### src/logic/fast_counter_pkg.sv
// Package with register map, bit positions and constants of the counter status flags.
package fast_counter_pkg;

  // ----------------------------------------------------------------
  // Register map
  // ----------------------------------------------------------------
  localparam logic [7:0] OFF_STATUS_ONE = 8'h00;
  localparam logic [7:0] OFF_STATUS_TWO = 8'h04;
  localparam logic [7:0] OFF_CONTROL = 8'h08;
  localparam logic [7:0] OFF_REFRESH = 8'h0c;

  // ----------------------------------------------------------------
  // Status bit positions
  // ----------------------------------------------------------------
  localparam int BIT_TARGET = 0;
  localparam int BIT_OVERFLOW = 1;
  localparam int BIT_PHASEZ = 3;
  localparam int BIT_ROT_ERR = 4;
  localparam int BIT_ROT_DONE = 5;
  localparam int BIT_MEASURING = 6;
  localparam int BIT_OPERATING = 7;
  localparam int BIT_LATCHED = 8;
  localparam int BIT_OFFSET_ERR = 12;

  // ----------------------------------------------------------------
  // Control bit positions and reset values
  // ----------------------------------------------------------------
  localparam int CTL_START_ONE = 0;
  localparam int CTL_MEAS_ONE = 1;
  localparam int CTL_START_TWO = 2;
  localparam int CTL_MEAS_TWO = 3;
  localparam int CTL_DISPLAY_LSB = 4;
  localparam int CTL_LINEAR_ONE = 6;
  localparam int CTL_LINEAR_TWO = 7;
  localparam int CTL_ZRESET_ONE = 8;
  localparam int CTL_ZRESET_TWO = 9;
  localparam logic [9:0] CONTROL_RESET = 10'h000;
  localparam logic [15:0] STATUS_RESET = 16'h0000;
  localparam logic [15:0] ONE_MASK = 16'h11fb;
  localparam logic [15:0] TWO_MASK = 16'h00fb;

  // ----------------------------------------------------------------
  // Display modes and refresh timing
  // ----------------------------------------------------------------
  localparam logic [1:0] DISPLAY_MOVES = 2'h1;
  localparam logic [1:0] DISPLAY_FREQ = 2'h2;
  localparam logic [15:0] REFRESH_RESET = 16'h00c7;

  localparam logic [1:0] RESP_OKAY = 2'h0;
  localparam logic [1:0] RESP_SLVERR = 2'h2;

endpackage : fast_counter_pkg

### src/logic/counter_flag_if.sv
// Interface carrying one counter's raw events and its status word.
`timescale 1ns/1ps
interface counter_flag_if;
  logic start;
  logic measCmd;
  logic linear;
  logic zReset;
  logic displayOk;
  logic freqAllowed;
  logic refresh;
  logic sampleStart;
  logic limitHit;
  logic phaseZDone;
  logic latchDone;
  logic targetBusy;
  logic rotErr;
  logic rotDone;
  logic offsetDone;
  logic offsetFail;
  logic [15:0] status;
  modport top (output start, measCmd, linear, zReset, displayOk, freqAllowed, refresh,
    sampleStart, limitHit, phaseZDone, latchDone, targetBusy, rotErr, rotDone, offsetDone,
    offsetFail, input status);
  modport flags (input start, measCmd, linear, zReset, displayOk, freqAllowed, refresh,
    sampleStart, limitHit, phaseZDone, latchDone, targetBusy, rotErr, rotDone, offsetDone,
    offsetFail, output status);
endinterface : counter_flag_if

### src/logic/counter_flag_unit.sv
// Status word of one counter, updated at each internal refresh.
`timescale 1ns/1ps
module counter_flag_unit
(
  input wire logic clk,
  input wire logic arst_n,
  counter_flag_if.flags io
);

  logic [15:0] status_reg;
  logic [15:0] status_next;
  logic pendMeas_reg;
  logic pendMeas_next;
  logic pendLatch_reg;
  logic pendLatch_next;
  logic pendZ_reg;
  logic pendZ_next;
  logic pendLim_reg;
  logic pendLim_next;
  logic offErr_reg;
  logic offErr_next;

  assign io.status = status_reg;

  always_comb
  begin
    status_next = status_reg;
    pendLatch_next = pendLatch_reg | io.latchDone;
    pendZ_next = pendZ_reg | (io.phaseZDone & io.zReset);
    // A limit pulse between refreshes must survive until the next refresh.
    pendLim_next = pendLim_reg | io.limitHit;
    pendMeas_next = pendMeas_reg;
    offErr_next = offErr_reg;
    if (io.offsetDone)
    begin
      offErr_next = io.offsetFail;
    end
    if (!io.measCmd)
    begin
      pendMeas_next = 1'b0;
    end
    else if (io.sampleStart)
    begin
      pendMeas_next = 1'b1;
    end
    if (io.refresh)
    begin
      status_next = fast_counter_pkg::STATUS_RESET;
      status_next[fast_counter_pkg::BIT_TARGET] = io.targetBusy;
      status_next[fast_counter_pkg::BIT_OVERFLOW] = io.linear & io.start
        & (status_reg[fast_counter_pkg::BIT_OVERFLOW] | pendLim_reg);
      status_next[fast_counter_pkg::BIT_PHASEZ] = pendZ_reg;
      status_next[fast_counter_pkg::BIT_ROT_ERR] = io.rotErr;
      status_next[fast_counter_pkg::BIT_ROT_DONE] = io.rotDone;
      status_next[fast_counter_pkg::BIT_MEASURING] = pendMeas_reg & io.measCmd
        & io.displayOk;
      status_next[fast_counter_pkg::BIT_OPERATING] = io.start;
      status_next[fast_counter_pkg::BIT_LATCHED] = status_reg[fast_counter_pkg::BIT_LATCHED]
        | pendLatch_reg;
      status_next[fast_counter_pkg::BIT_OFFSET_ERR] = offErr_reg;
      pendZ_next = io.phaseZDone & io.zReset;
      pendLatch_next = io.latchDone;
      pendLim_next = io.limitHit;
    end
  end

  always_ff @(posedge clk or negedge arst_n)
  begin
    if (!arst_n)
    begin
      status_reg <= fast_counter_pkg::STATUS_RESET;
      pendMeas_reg <= 1'b0;
      pendLatch_reg <= 1'b0;
      pendZ_reg <= 1'b0;
      pendLim_reg <= 1'b0;
      offErr_reg <= 1'b0;
    end
    else
    begin
      status_reg <= status_next;
      pendMeas_reg <= pendMeas_next;
      pendLatch_reg <= pendLatch_next;
      pendZ_reg <= pendZ_next;
      pendLim_reg <= pendLim_next;
      offErr_reg <= offErr_next;
    end
  end

endmodule : counter_flag_unit

### src/logic/fast_counter_status_flags.sv
// Status flags of two fast pulse counters with an AXI4-Lite register slave.
// What this block does
// - Measuring flag high while measurement active
// - Mode 1: flag rises at next sampling start
// - Measuring flag meaningful only in display modes 1, 2
// - Operating flag follows counter running state
// - Latched flag set after count capture completes
// - Offset error flag reflects store failure
// - Counter two word mirrors bits 0 to 7
// - Counter two measures change only, no frequency
// - Linear overflow sets flag, cleared by stop
// - Phase Z reset flag pulses one refresh
//
// The AXI4-Lite interface to the registers and the placing of the registers are this design's own decisions.
`timescale 1ns/1ps
module fast_counter_status_flags
(
  input wire logic clk,
  input wire logic arst_n,
  input wire logic [7:0] s_axi_awaddr,
  input wire logic s_axi_awvalid,
  output logic s_axi_awready,
  input wire logic [31:0] s_axi_wdata,
  input wire logic [3:0] s_axi_wstrb,
  input wire logic s_axi_wvalid,
  output logic s_axi_wready,
  output logic [1:0] s_axi_bresp,
  output logic s_axi_bvalid,
  input wire logic s_axi_bready,
  input wire logic [7:0] s_axi_araddr,
  input wire logic s_axi_arvalid,
  output logic s_axi_arready,
  output logic [31:0] s_axi_rdata,
  output logic [1:0] s_axi_rresp,
  output logic s_axi_rvalid,
  input wire logic s_axi_rready,
  input wire logic [1:0] sampleStart,
  input wire logic [1:0] limitHit,
  input wire logic [1:0] phaseZDone,
  input wire logic [1:0] latchDone,
  input wire logic [1:0] targetBusy,
  input wire logic [1:0] rotErr,
  input wire logic [1:0] rotDone,
  input wire logic [1:0] offsetDone,
  input wire logic [1:0] offsetFail,
  output logic [15:0] counterOneStatus,
  output logic [15:0] counterTwoStatus
);

  // ----------------------------------------------------------------
  // Control and refresh state
  // ----------------------------------------------------------------
  logic [9:0] control_reg;
  logic [9:0] control_next;
  logic [15:0] period_reg;
  logic [15:0] period_next;
  logic [15:0] tick_reg;
  logic [15:0] tick_next;
  logic refresh;

  // ----------------------------------------------------------------
  // Bus slave state
  // ----------------------------------------------------------------
  logic awHeld_reg;
  logic awHeld_next;
  logic wHeld_reg;
  logic wHeld_next;
  logic [7:0] awAddr_reg;
  logic [7:0] awAddr_next;
  logic [31:0] wData_reg;
  logic [31:0] wData_next;
  logic [3:0] wStrb_reg;
  logic [3:0] wStrb_next;
  logic bValid_reg;
  logic bValid_next;
  logic [1:0] bResp_reg;
  logic [1:0] bResp_next;
  logic rValid_reg;
  logic rValid_next;
  logic [31:0] rData_reg;
  logic [31:0] rData_next;
  logic [1:0] rResp_reg;
  logic [1:0] rResp_next;
  logic [15:0] ctlWide;
  logic awReady_reg;
  logic wReady_reg;
  logic arReady_reg;
  logic [15:0] one_reg;
  logic [15:0] two_reg;

  counter_flag_if chOne ();
  counter_flag_if chTwo ();

  function automatic logic mapped(input logic [7:0] addr);
    mapped = (addr == fast_counter_pkg::OFF_STATUS_ONE)
      || (addr == fast_counter_pkg::OFF_STATUS_TWO)
      || (addr == fast_counter_pkg::OFF_CONTROL)
      || (addr == fast_counter_pkg::OFF_REFRESH);
  endfunction : mapped

  function automatic logic [15:0] merge16(input logic [15:0] old, input logic [31:0] data,
    input logic [3:0] strb);
    merge16 = old;
    if (strb[0])
    begin
      merge16[7:0] = data[7:0];
    end
    if (strb[1])
    begin
      merge16[15:8] = data[15:8];
    end
  endfunction : merge16

  assign refresh = (tick_reg == 16'h0000);

  // ----------------------------------------------------------------
  // Per-counter flag units
  // ----------------------------------------------------------------
  logic displayOk;
  assign displayOk = (control_reg[fast_counter_pkg::CTL_DISPLAY_LSB +: 2]
    == fast_counter_pkg::DISPLAY_MOVES)
    || (control_reg[fast_counter_pkg::CTL_DISPLAY_LSB +: 2]
    == fast_counter_pkg::DISPLAY_FREQ);

  assign chOne.start = control_reg[fast_counter_pkg::CTL_START_ONE];
  assign chOne.measCmd = control_reg[fast_counter_pkg::CTL_MEAS_ONE];
  assign chOne.linear = control_reg[fast_counter_pkg::CTL_LINEAR_ONE];
  assign chOne.zReset = control_reg[fast_counter_pkg::CTL_ZRESET_ONE];
  assign chOne.displayOk = displayOk;
  assign chOne.freqAllowed = 1'b1;
  assign chOne.refresh = refresh;
  assign chOne.sampleStart = sampleStart[0];
  assign chOne.limitHit = limitHit[0];
  assign chOne.phaseZDone = phaseZDone[0];
  assign chOne.latchDone = latchDone[0];
  assign chOne.targetBusy = targetBusy[0];
  assign chOne.rotErr = rotErr[0];
  assign chOne.rotDone = rotDone[0];
  assign chOne.offsetDone = offsetDone[0];
  assign chOne.offsetFail = offsetFail[0];

  // Counter two has no frequency mode, so only movement display arms its flag.
  assign chTwo.start = control_reg[fast_counter_pkg::CTL_START_TWO];
  assign chTwo.measCmd = control_reg[fast_counter_pkg::CTL_MEAS_TWO];
  assign chTwo.linear = control_reg[fast_counter_pkg::CTL_LINEAR_TWO];
  assign chTwo.zReset = control_reg[fast_counter_pkg::CTL_ZRESET_TWO];
  assign chTwo.displayOk = (control_reg[fast_counter_pkg::CTL_DISPLAY_LSB +: 2]
    == fast_counter_pkg::DISPLAY_MOVES);
  assign chTwo.freqAllowed = 1'b0;
  assign chTwo.refresh = refresh;
  assign chTwo.sampleStart = sampleStart[1];
  assign chTwo.limitHit = limitHit[1];
  assign chTwo.phaseZDone = phaseZDone[1];
  assign chTwo.latchDone = latchDone[1];
  assign chTwo.targetBusy = targetBusy[1];
  assign chTwo.rotErr = rotErr[1];
  assign chTwo.rotDone = rotDone[1];
  assign chTwo.offsetDone = offsetDone[1];
  assign chTwo.offsetFail = offsetFail[1];

  counter_flag_unit unitOne
  (
    .clk(clk),
    .arst_n(arst_n),
    .io(chOne.flags)
  );

  counter_flag_unit unitTwo
  (
    .clk(clk),
    .arst_n(arst_n),
    .io(chTwo.flags)
  );

  // ----------------------------------------------------------------
  // Refresh tick and bus slave next state
  // ----------------------------------------------------------------
  always_comb
  begin
    tick_next = (tick_reg == 16'h0000) ? period_reg : tick_reg - 16'h0001;
    ctlWide = merge16({6'h00, control_reg}, wData_reg, wStrb_reg);
    control_next = control_reg;
    period_next = period_reg;
    awHeld_next = awHeld_reg;
    wHeld_next = wHeld_reg;
    awAddr_next = awAddr_reg;
    wData_next = wData_reg;
    wStrb_next = wStrb_reg;
    bValid_next = bValid_reg;
    bResp_next = bResp_reg;
    rValid_next = rValid_reg;
    rData_next = rData_reg;
    rResp_next = rResp_reg;
    if (s_axi_awvalid && awReady_reg)
    begin
      awHeld_next = 1'b1;
      awAddr_next = s_axi_awaddr;
    end
    if (s_axi_wvalid && wReady_reg)
    begin
      wHeld_next = 1'b1;
      wData_next = s_axi_wdata;
      wStrb_next = s_axi_wstrb;
    end
    if (bValid_reg && s_axi_bready)
    begin
      bValid_next = 1'b0;
    end
    if (awHeld_reg && wHeld_reg && !bValid_reg)
    begin
      awHeld_next = 1'b0;
      wHeld_next = 1'b0;
      bValid_next = 1'b1;
      bResp_next = mapped(awAddr_reg) ? fast_counter_pkg::RESP_OKAY
        : fast_counter_pkg::RESP_SLVERR;
      // Status words ignore writes; the flags belong to the hardware.
      if (awAddr_reg == fast_counter_pkg::OFF_CONTROL)
      begin
        control_next = ctlWide[9:0];
      end
      else if (awAddr_reg == fast_counter_pkg::OFF_REFRESH)
      begin
        period_next = merge16(period_reg, wData_reg, wStrb_reg);
      end
    end
    if (rValid_reg && s_axi_rready)
    begin
      rValid_next = 1'b0;
    end
    if (s_axi_arvalid && arReady_reg)
    begin
      rValid_next = 1'b1;
      rResp_next = mapped(s_axi_araddr) ? fast_counter_pkg::RESP_OKAY
        : fast_counter_pkg::RESP_SLVERR;
      unique case (s_axi_araddr)
        fast_counter_pkg::OFF_STATUS_ONE: rData_next = {16'h0000,
          chOne.status & fast_counter_pkg::ONE_MASK};
        fast_counter_pkg::OFF_STATUS_TWO: rData_next = {16'h0000,
          chTwo.status & fast_counter_pkg::TWO_MASK};
        fast_counter_pkg::OFF_CONTROL: rData_next = {22'h000000, control_reg};
        fast_counter_pkg::OFF_REFRESH: rData_next = {16'h0000, period_reg};
        default: rData_next = 32'h00000000;
      endcase
    end
  end

  always_ff @(posedge clk or negedge arst_n)
  begin
    if (!arst_n)
    begin
      control_reg <= fast_counter_pkg::CONTROL_RESET;
      period_reg <= fast_counter_pkg::REFRESH_RESET;
      tick_reg <= fast_counter_pkg::REFRESH_RESET;
      awHeld_reg <= 1'b0;
      wHeld_reg <= 1'b0;
      awAddr_reg <= 8'h00;
      wData_reg <= 32'h00000000;
      wStrb_reg <= 4'h0;
      bValid_reg <= 1'b0;
      bResp_reg <= fast_counter_pkg::RESP_OKAY;
      rValid_reg <= 1'b0;
      rData_reg <= 32'h00000000;
      rResp_reg <= fast_counter_pkg::RESP_OKAY;
      awReady_reg <= 1'b0;
      wReady_reg <= 1'b0;
      arReady_reg <= 1'b0;
      one_reg <= fast_counter_pkg::STATUS_RESET;
      two_reg <= fast_counter_pkg::STATUS_RESET;
    end
    else
    begin
      control_reg <= control_next;
      period_reg <= period_next;
      tick_reg <= tick_next;
      awHeld_reg <= awHeld_next;
      wHeld_reg <= wHeld_next;
      awAddr_reg <= awAddr_next;
      wData_reg <= wData_next;
      wStrb_reg <= wStrb_next;
      bValid_reg <= bValid_next;
      bResp_reg <= bResp_next;
      rValid_reg <= rValid_next;
      rData_reg <= rData_next;
      rResp_reg <= rResp_next;
      awReady_reg <= !awHeld_next && !bValid_next;
      wReady_reg <= !wHeld_next && !bValid_next;
      arReady_reg <= !rValid_next;
      one_reg <= chOne.status & fast_counter_pkg::ONE_MASK;
      two_reg <= chTwo.status & fast_counter_pkg::TWO_MASK;
    end
  end

  assign s_axi_awready = awReady_reg;
  assign s_axi_wready = wReady_reg;
  assign s_axi_bvalid = bValid_reg;
  assign s_axi_bresp = bResp_reg;
  assign s_axi_arready = arReady_reg;
  assign s_axi_rvalid = rValid_reg;
  assign s_axi_rdata = rData_reg;
  assign s_axi_rresp = rResp_reg;
  assign counterOneStatus = one_reg;
  assign counterTwoStatus = two_reg;

endmodule : fast_counter_status_flags

### config.mk
export PLATFORM = sky130hd
export DESIGN_NAME = fast_counter_status_flags
export DESIGN_NICKNAME = d
export VERILOG_FILES = /design/src/logic/fast_counter_pkg.sv /design/src/logic/counter_flag_if.sv /design/src/logic/counter_flag_unit.sv /design/src/logic/fast_counter_status_flags.sv
export SDC_FILE = /design/constraint.sdc
export NUM_CORES = 1
export LEC_CHECK = 0
export ABC_AREA = 1
export BUFFER_PORTS_ARGS = -buffer_cell sky130_fd_sc_hd__buf_2
export CORE_ASPECT_RATIO = 0.7
export CORE_MARGIN = 10
export CORE_UTILIZATION = 58
export CTS_CLUSTER_SIZE = 14
export DETAILED_ROUTE_END_ITERATION = 6
export PLACE_DENSITY = 0.86
export SLEW_MARGIN = 5
export SYNTH_ARGS = -nofsm -noshare
export SYNTH_HDL_FRONTEND = slang
export SYNTH_SLANG_ARGS = --single-unit
### constraint.sdc
create_clock -name clk -period 3.7 [get_ports clk]
set_input_delay 1.11 -clock clk [delete_from_list [all_inputs] [get_ports clk]]
set_output_delay 1.11 -clock clk [all_outputs]
set_load 0.1 [all_outputs]
Word level (Yosys, flattened, before mapping)
Index checks and enable logic that the tools add are counted.
{ "classes": {"addsub": 1, "bitwise": 21, "mux": 22, "n_eq_ne": 10, "reduce_logical": 28} }
{ "op_table": {"columns": ["op", "count"], "rows": [
  ["one-hot mux 16 bit (4 select lines)", 1],
  ["== test 8 x 4 -> 1 bit, second input constant", 4],
  ["two-way mux 1 bit", 18],
  ["== test 8 x 3 -> 1 bit, second input constant", 2],
  ["zero test 16 bit", 1],
  ["zero test 8 bit", 2],
  ["two-way mux 16 bit", 1],
  ["subtractor 16 x 1 -> 16 bit, second input constant", 1],
  ["bitwise AND 1 bit", 10],
  ["bitwise OR 1 bit", 10],
  ["logical AND 1 bit", 9],
  ["AND reduction 4 bit", 2],
  ["logical OR 1 bit", 7],
  ["AND reduction 3 bit", 2],
  ["zero test 1 bit", 5],
  ["two-way mux 2 bit", 2],
  ["!= test 2 bit, second input constant", 2],
  ["== test 2 x 1 -> 1 bit, second input constant", 1],
  ["== test 2 bit, second input constant", 1],
  ["NOT 1 bit", 1]
]} }
{ "totals": {"output_inout_bits": 73, "regBits": 153, "word_cells": 113} }

Depth between registers and ports, before layout
{ "depth": {"word_depth": 5, "mapped_depth": 9, "ltp_nobuf": 9} }

Modules after synthesis
From an unflattened synthesis, not the netlist that was laid out.
{ "unflattened": {"cells_unflattened": 723, "area_unflattened_um2": 6334.8} }
{ "by_module_without_submodules": {"columns": ["mod", "instances", "area_each_um2", "cells_per_inst"], "rows": [
  ["fast_counter_status_flags", 1, 5078.6, 599],
  ["counter_flag_unit", 2, 628.1, 62]
]} }

Worst setup path after synthesis
No wires, ideal clock.
{ "synth_timing": {"path_type": "register -> output", "start": "register rResp_reg[1], in the netlist s_axi_rresp[1]", "end": "output port s_axi_rresp[1]", "required_ps": 2590, "n_path_buf": 0, "stages_incl_launch_ff": 1, "arrival_ps": 898, "slack_ps": 1692, "cell_sequence": "dfrtp_1"} }
{ "synth_lines": {"columns": ["item", "line", "source"], "rows": [
  ["start, declared", "fast_counter_status_flags.sv:82", "logic [1:0] rResp_reg;"],
  ["start signal, assigned", "fast_counter_status_flags.sv:263", "rResp_reg <= fast_counter_pkg::RESP_OKAY;"],
  ["start signal, assigned", "fast_counter_status_flags.sv:284", "rResp_reg <= rResp_next;"],
  ["end, declared", "fast_counter_status_flags.sv:34", "output logic [1:0] s_axi_rresp,"]
]} }
No word-level cell between the ends.

Final worst setup path
{ "layout_timing": {"start": "register bResp_reg[1], in the netlist s_axi_bresp[1]", "end": "output port s_axi_bresp[1]"} }
{ "layout_lines": {"columns": ["item", "line", "source"], "rows": [
  ["start, declared", "fast_counter_status_flags.sv:76", "logic [1:0] bResp_reg;"],
  ["start signal, assigned", "fast_counter_status_flags.sv:260", "bResp_reg <= fast_counter_pkg::RESP_OKAY;"],
  ["start signal, assigned", "fast_counter_status_flags.sv:281", "bResp_reg <= bResp_next;"],
  ["end, declared", "fast_counter_status_flags.sv:27", "output logic [1:0] s_axi_bresp,"]
]} }
No word-level cell between the ends.

==> flow_summary.ini <==
[worst_setup_path]
slowest_delay_ns = 0.45
cp-startpoint = s_axi_bresp[1]$_DFFE_PN0P_
regToRegSetupSlack_ns = 1.56
crit_type = reg2out
r2r_cells = 8
path_cells = buf_2
path_buf_inv = 1
critPathSlowestCell = buf_2
rr_startpoint = tick_reg[0]$_DFF_PN1_
path_delay_family = buffers and inverters
start_kind = flop
r2r_end = unitOne.io.status[1]$_DFFE_PN0P_
cp_max_fo = 2
arrival_ns = 1.24
required_ns = 2.59
cp-end-kind = primary output

[power]
seq_power_share_pct = 38.3
p_per_area_nw_per_um2 = 822
cellInternalPower_mw = 3.56
combPwrFrac_pct = 30.1
ir_drop_mv = 0.540
p_sw_share_pct = 39.6
power_leakage_nw = 3.95
p_sw_mw = 2.33
clkPwrFrac_pct = 31.7

[cells_and_area]
multi_input_area_um2 = 2180
nets = 869
seq_area_um2 = 3340
drive_gt1_share_pct = 21.9
filler_cell_count = 736
antenna_cells = 0
final_common_cell = nand2_1
syn2layout_area_growth_pct = 18.0
final_cell_mix = nand2_1 (227), dfrtp_1 (123), buf_2 (93)

[sta]
holdWs_ns = 0.407
finalCritPeriodShare_pct = 63.4
setup_viol = 0
worst_pin_slew_ns = 0.782
rsz0062_at_grt = no
skew_ns = 0.00666
slew_violations = 0
fin_tns_setup_ns = 0
layout_setup_ws_ns = 1.35
period_needed_ns = 2.35
finalHoldViolCount = 0
clock.fmax_mhz = 426
relSlewSlack_pct = 47.8

[min_path]
min_path_cells = 0
hold_path_class = reg2reg
hp-start = unitOne.io.status[8]$_DFFE_PN0P_
min_to = counterOneStatus[8]$_DFF_PN0_

[clock_tree]
clkTransAtPathRegs_ns = 0.06
numClockSinks = 133
htreeDepth = 4
postCtsSetupBuffers = 0
cts_buffers = 17
hold_buffers = 0
clock_path_buffers = 2
postCtsResizedCells = 0
clkLatencyLatePin_ns = 0.41
root_buffer = clkbuf_16
cts_tree = yes

[global_route]
overflow = 0
grt_antenna_before_repair = 0
grt_max_degree = 60
grt_use_total_pct = 20.0
grt_pass1_wl_um = 24300
grt_pass1_vias = 4868

[detailed_routing]
drc = 0
drt_iter0_markers = 389
vias_per_cell = 5.19
drtPass1Iterations = 5
drtAntennaViolNets = 0
routedWlPerCell_um = 16.0
vias = 4851
drt-total-wl_um = 14900

[synth]
yosysWarnings = 0
ys_ff_latch = 133
syn_area_um2 = 6060
synthDistinctLibCells = 37
seq_area_frac_synth_pct = 55.1
synthCells = 690
avgSynthCellArea_um2 = 8.79

[run_status]
status = complete, no violations

[die]
io_pins = 150
die_w_um = 142
core_um2 = 10300
num_rows = 31
start_util_pct = 59.0
die_h_um = 106
die-area_um2 = 15000

[placement]
place.gp.congestion = 0.957
dpl_worst_slack_ns = 1.21
dp_hpwl_um = 10700
port_buffers = 94

[run]
drv_cap = 0
Yosys cell counts, drive strengths merged:
cell | instances | area share, %
xor2 | 3 | 0.43
a21oi | 1 | 0.082
conb | 1 | 0.062
xnor2 | 1 | 0.14
o31ai | 3 | 0.37
clkbuf | 5 | 0.31
a21o | 2 | 0.25
a31oi | 1 | 0.10
nand4 | 5 | 0.76
nand2 | 231 | 15
clkinv | 1 | 0.062
a22o | 3 | 0.43
ha | 3 | 0.62
or2 | 1 | 0.14
o21ai | 77 | 7.5
o21bai | 2 | 0.25
nor2 | 44 | 3.6
nand3b | 1 | 0.12
o21a | 1 | 0.12
dfstp | 10 | 4.3
nor3 | 2 | 0.17
dfrtp | 123 | 51
inv | 81 | 5.0
nand3 | 43 | 4.2
buf | 45 | 5.6
layer usage:
metal	track usage, %	routed length (um)	share of wire, %
met2	31.6	7240	49
met3	5.83	1310	8.8
met1	26.2	6240	42
met4	5.82	101	0.68
met5	0	0	0
cells by family after synthesis:
kind of cell             after synthesis  synth area share [%]
AO/OA/AOI/OAI                         90                  9.14
XOR/XNOR                               4                 0.578
AND/OR/NAND/NOR                      327                  23.5
buffers and inverters                132                  11.0
adder cells (fa/ha/maj)                3                 0.619
other                                  1                0.0618
flip-flops                           133                  55.1
stage by stage:
step | instances | total power, mW | util (%) | cell area (um2)
2_1_floorplan | 723 | 3.62 | - | 6190
4_1_cts | 934 | 5.89 | 69.6 | 7160
6_report | 934 | 5.88 | 69.6 | 7160
5_1_grt | 934 | 6.18 | 69.6 | 7160
3_3_place_gp | 902 | 3.92 | 63.2 | 6500
3_5_place_dp | 902 | 4.01 | 63.2 | 6500
power by group through the flow:
stage	Clock, mW	Combinational [mW]	Sequential, mW
2_1_floorplan	0	0.981	2.64
3_3_place_gp	0	1.69	2.23
3_5_place_dp	0	1.75	2.26
4_1_cts	1.87	1.77	2.24
5_1_grt	1.94	1.95	2.29
6_report	1.86	1.77	2.25
worst max-delay path by stage:
stage	end	depth (start not counted)	slack, ns
after floorplan	s_axi_rresp[1]	0	1.69
after global placement	s_axi_rdata[12]$_DFFE_PN0P_	8	1.24
after detailed placement	s_axi_rdata[12]$_DFFE_PN0P_	8	1.21
final	s_axi_bresp[1]	1	1.35
after global routing	s_axi_bresp[1]	1	1.33
after CTS	s_axi_bresp[1]	1	1.35
cell type report:
type	count	area share, %
flip-flops and latches	133	46.7
well taps	132	2.31
inverters	82	4.30
repair buffers	97	7.10
clock buffers	21	6.43
clock inverters	11	2.73
multi-input cells	458	30.4
No activity file was read; power rests on OpenSTA's default activity.
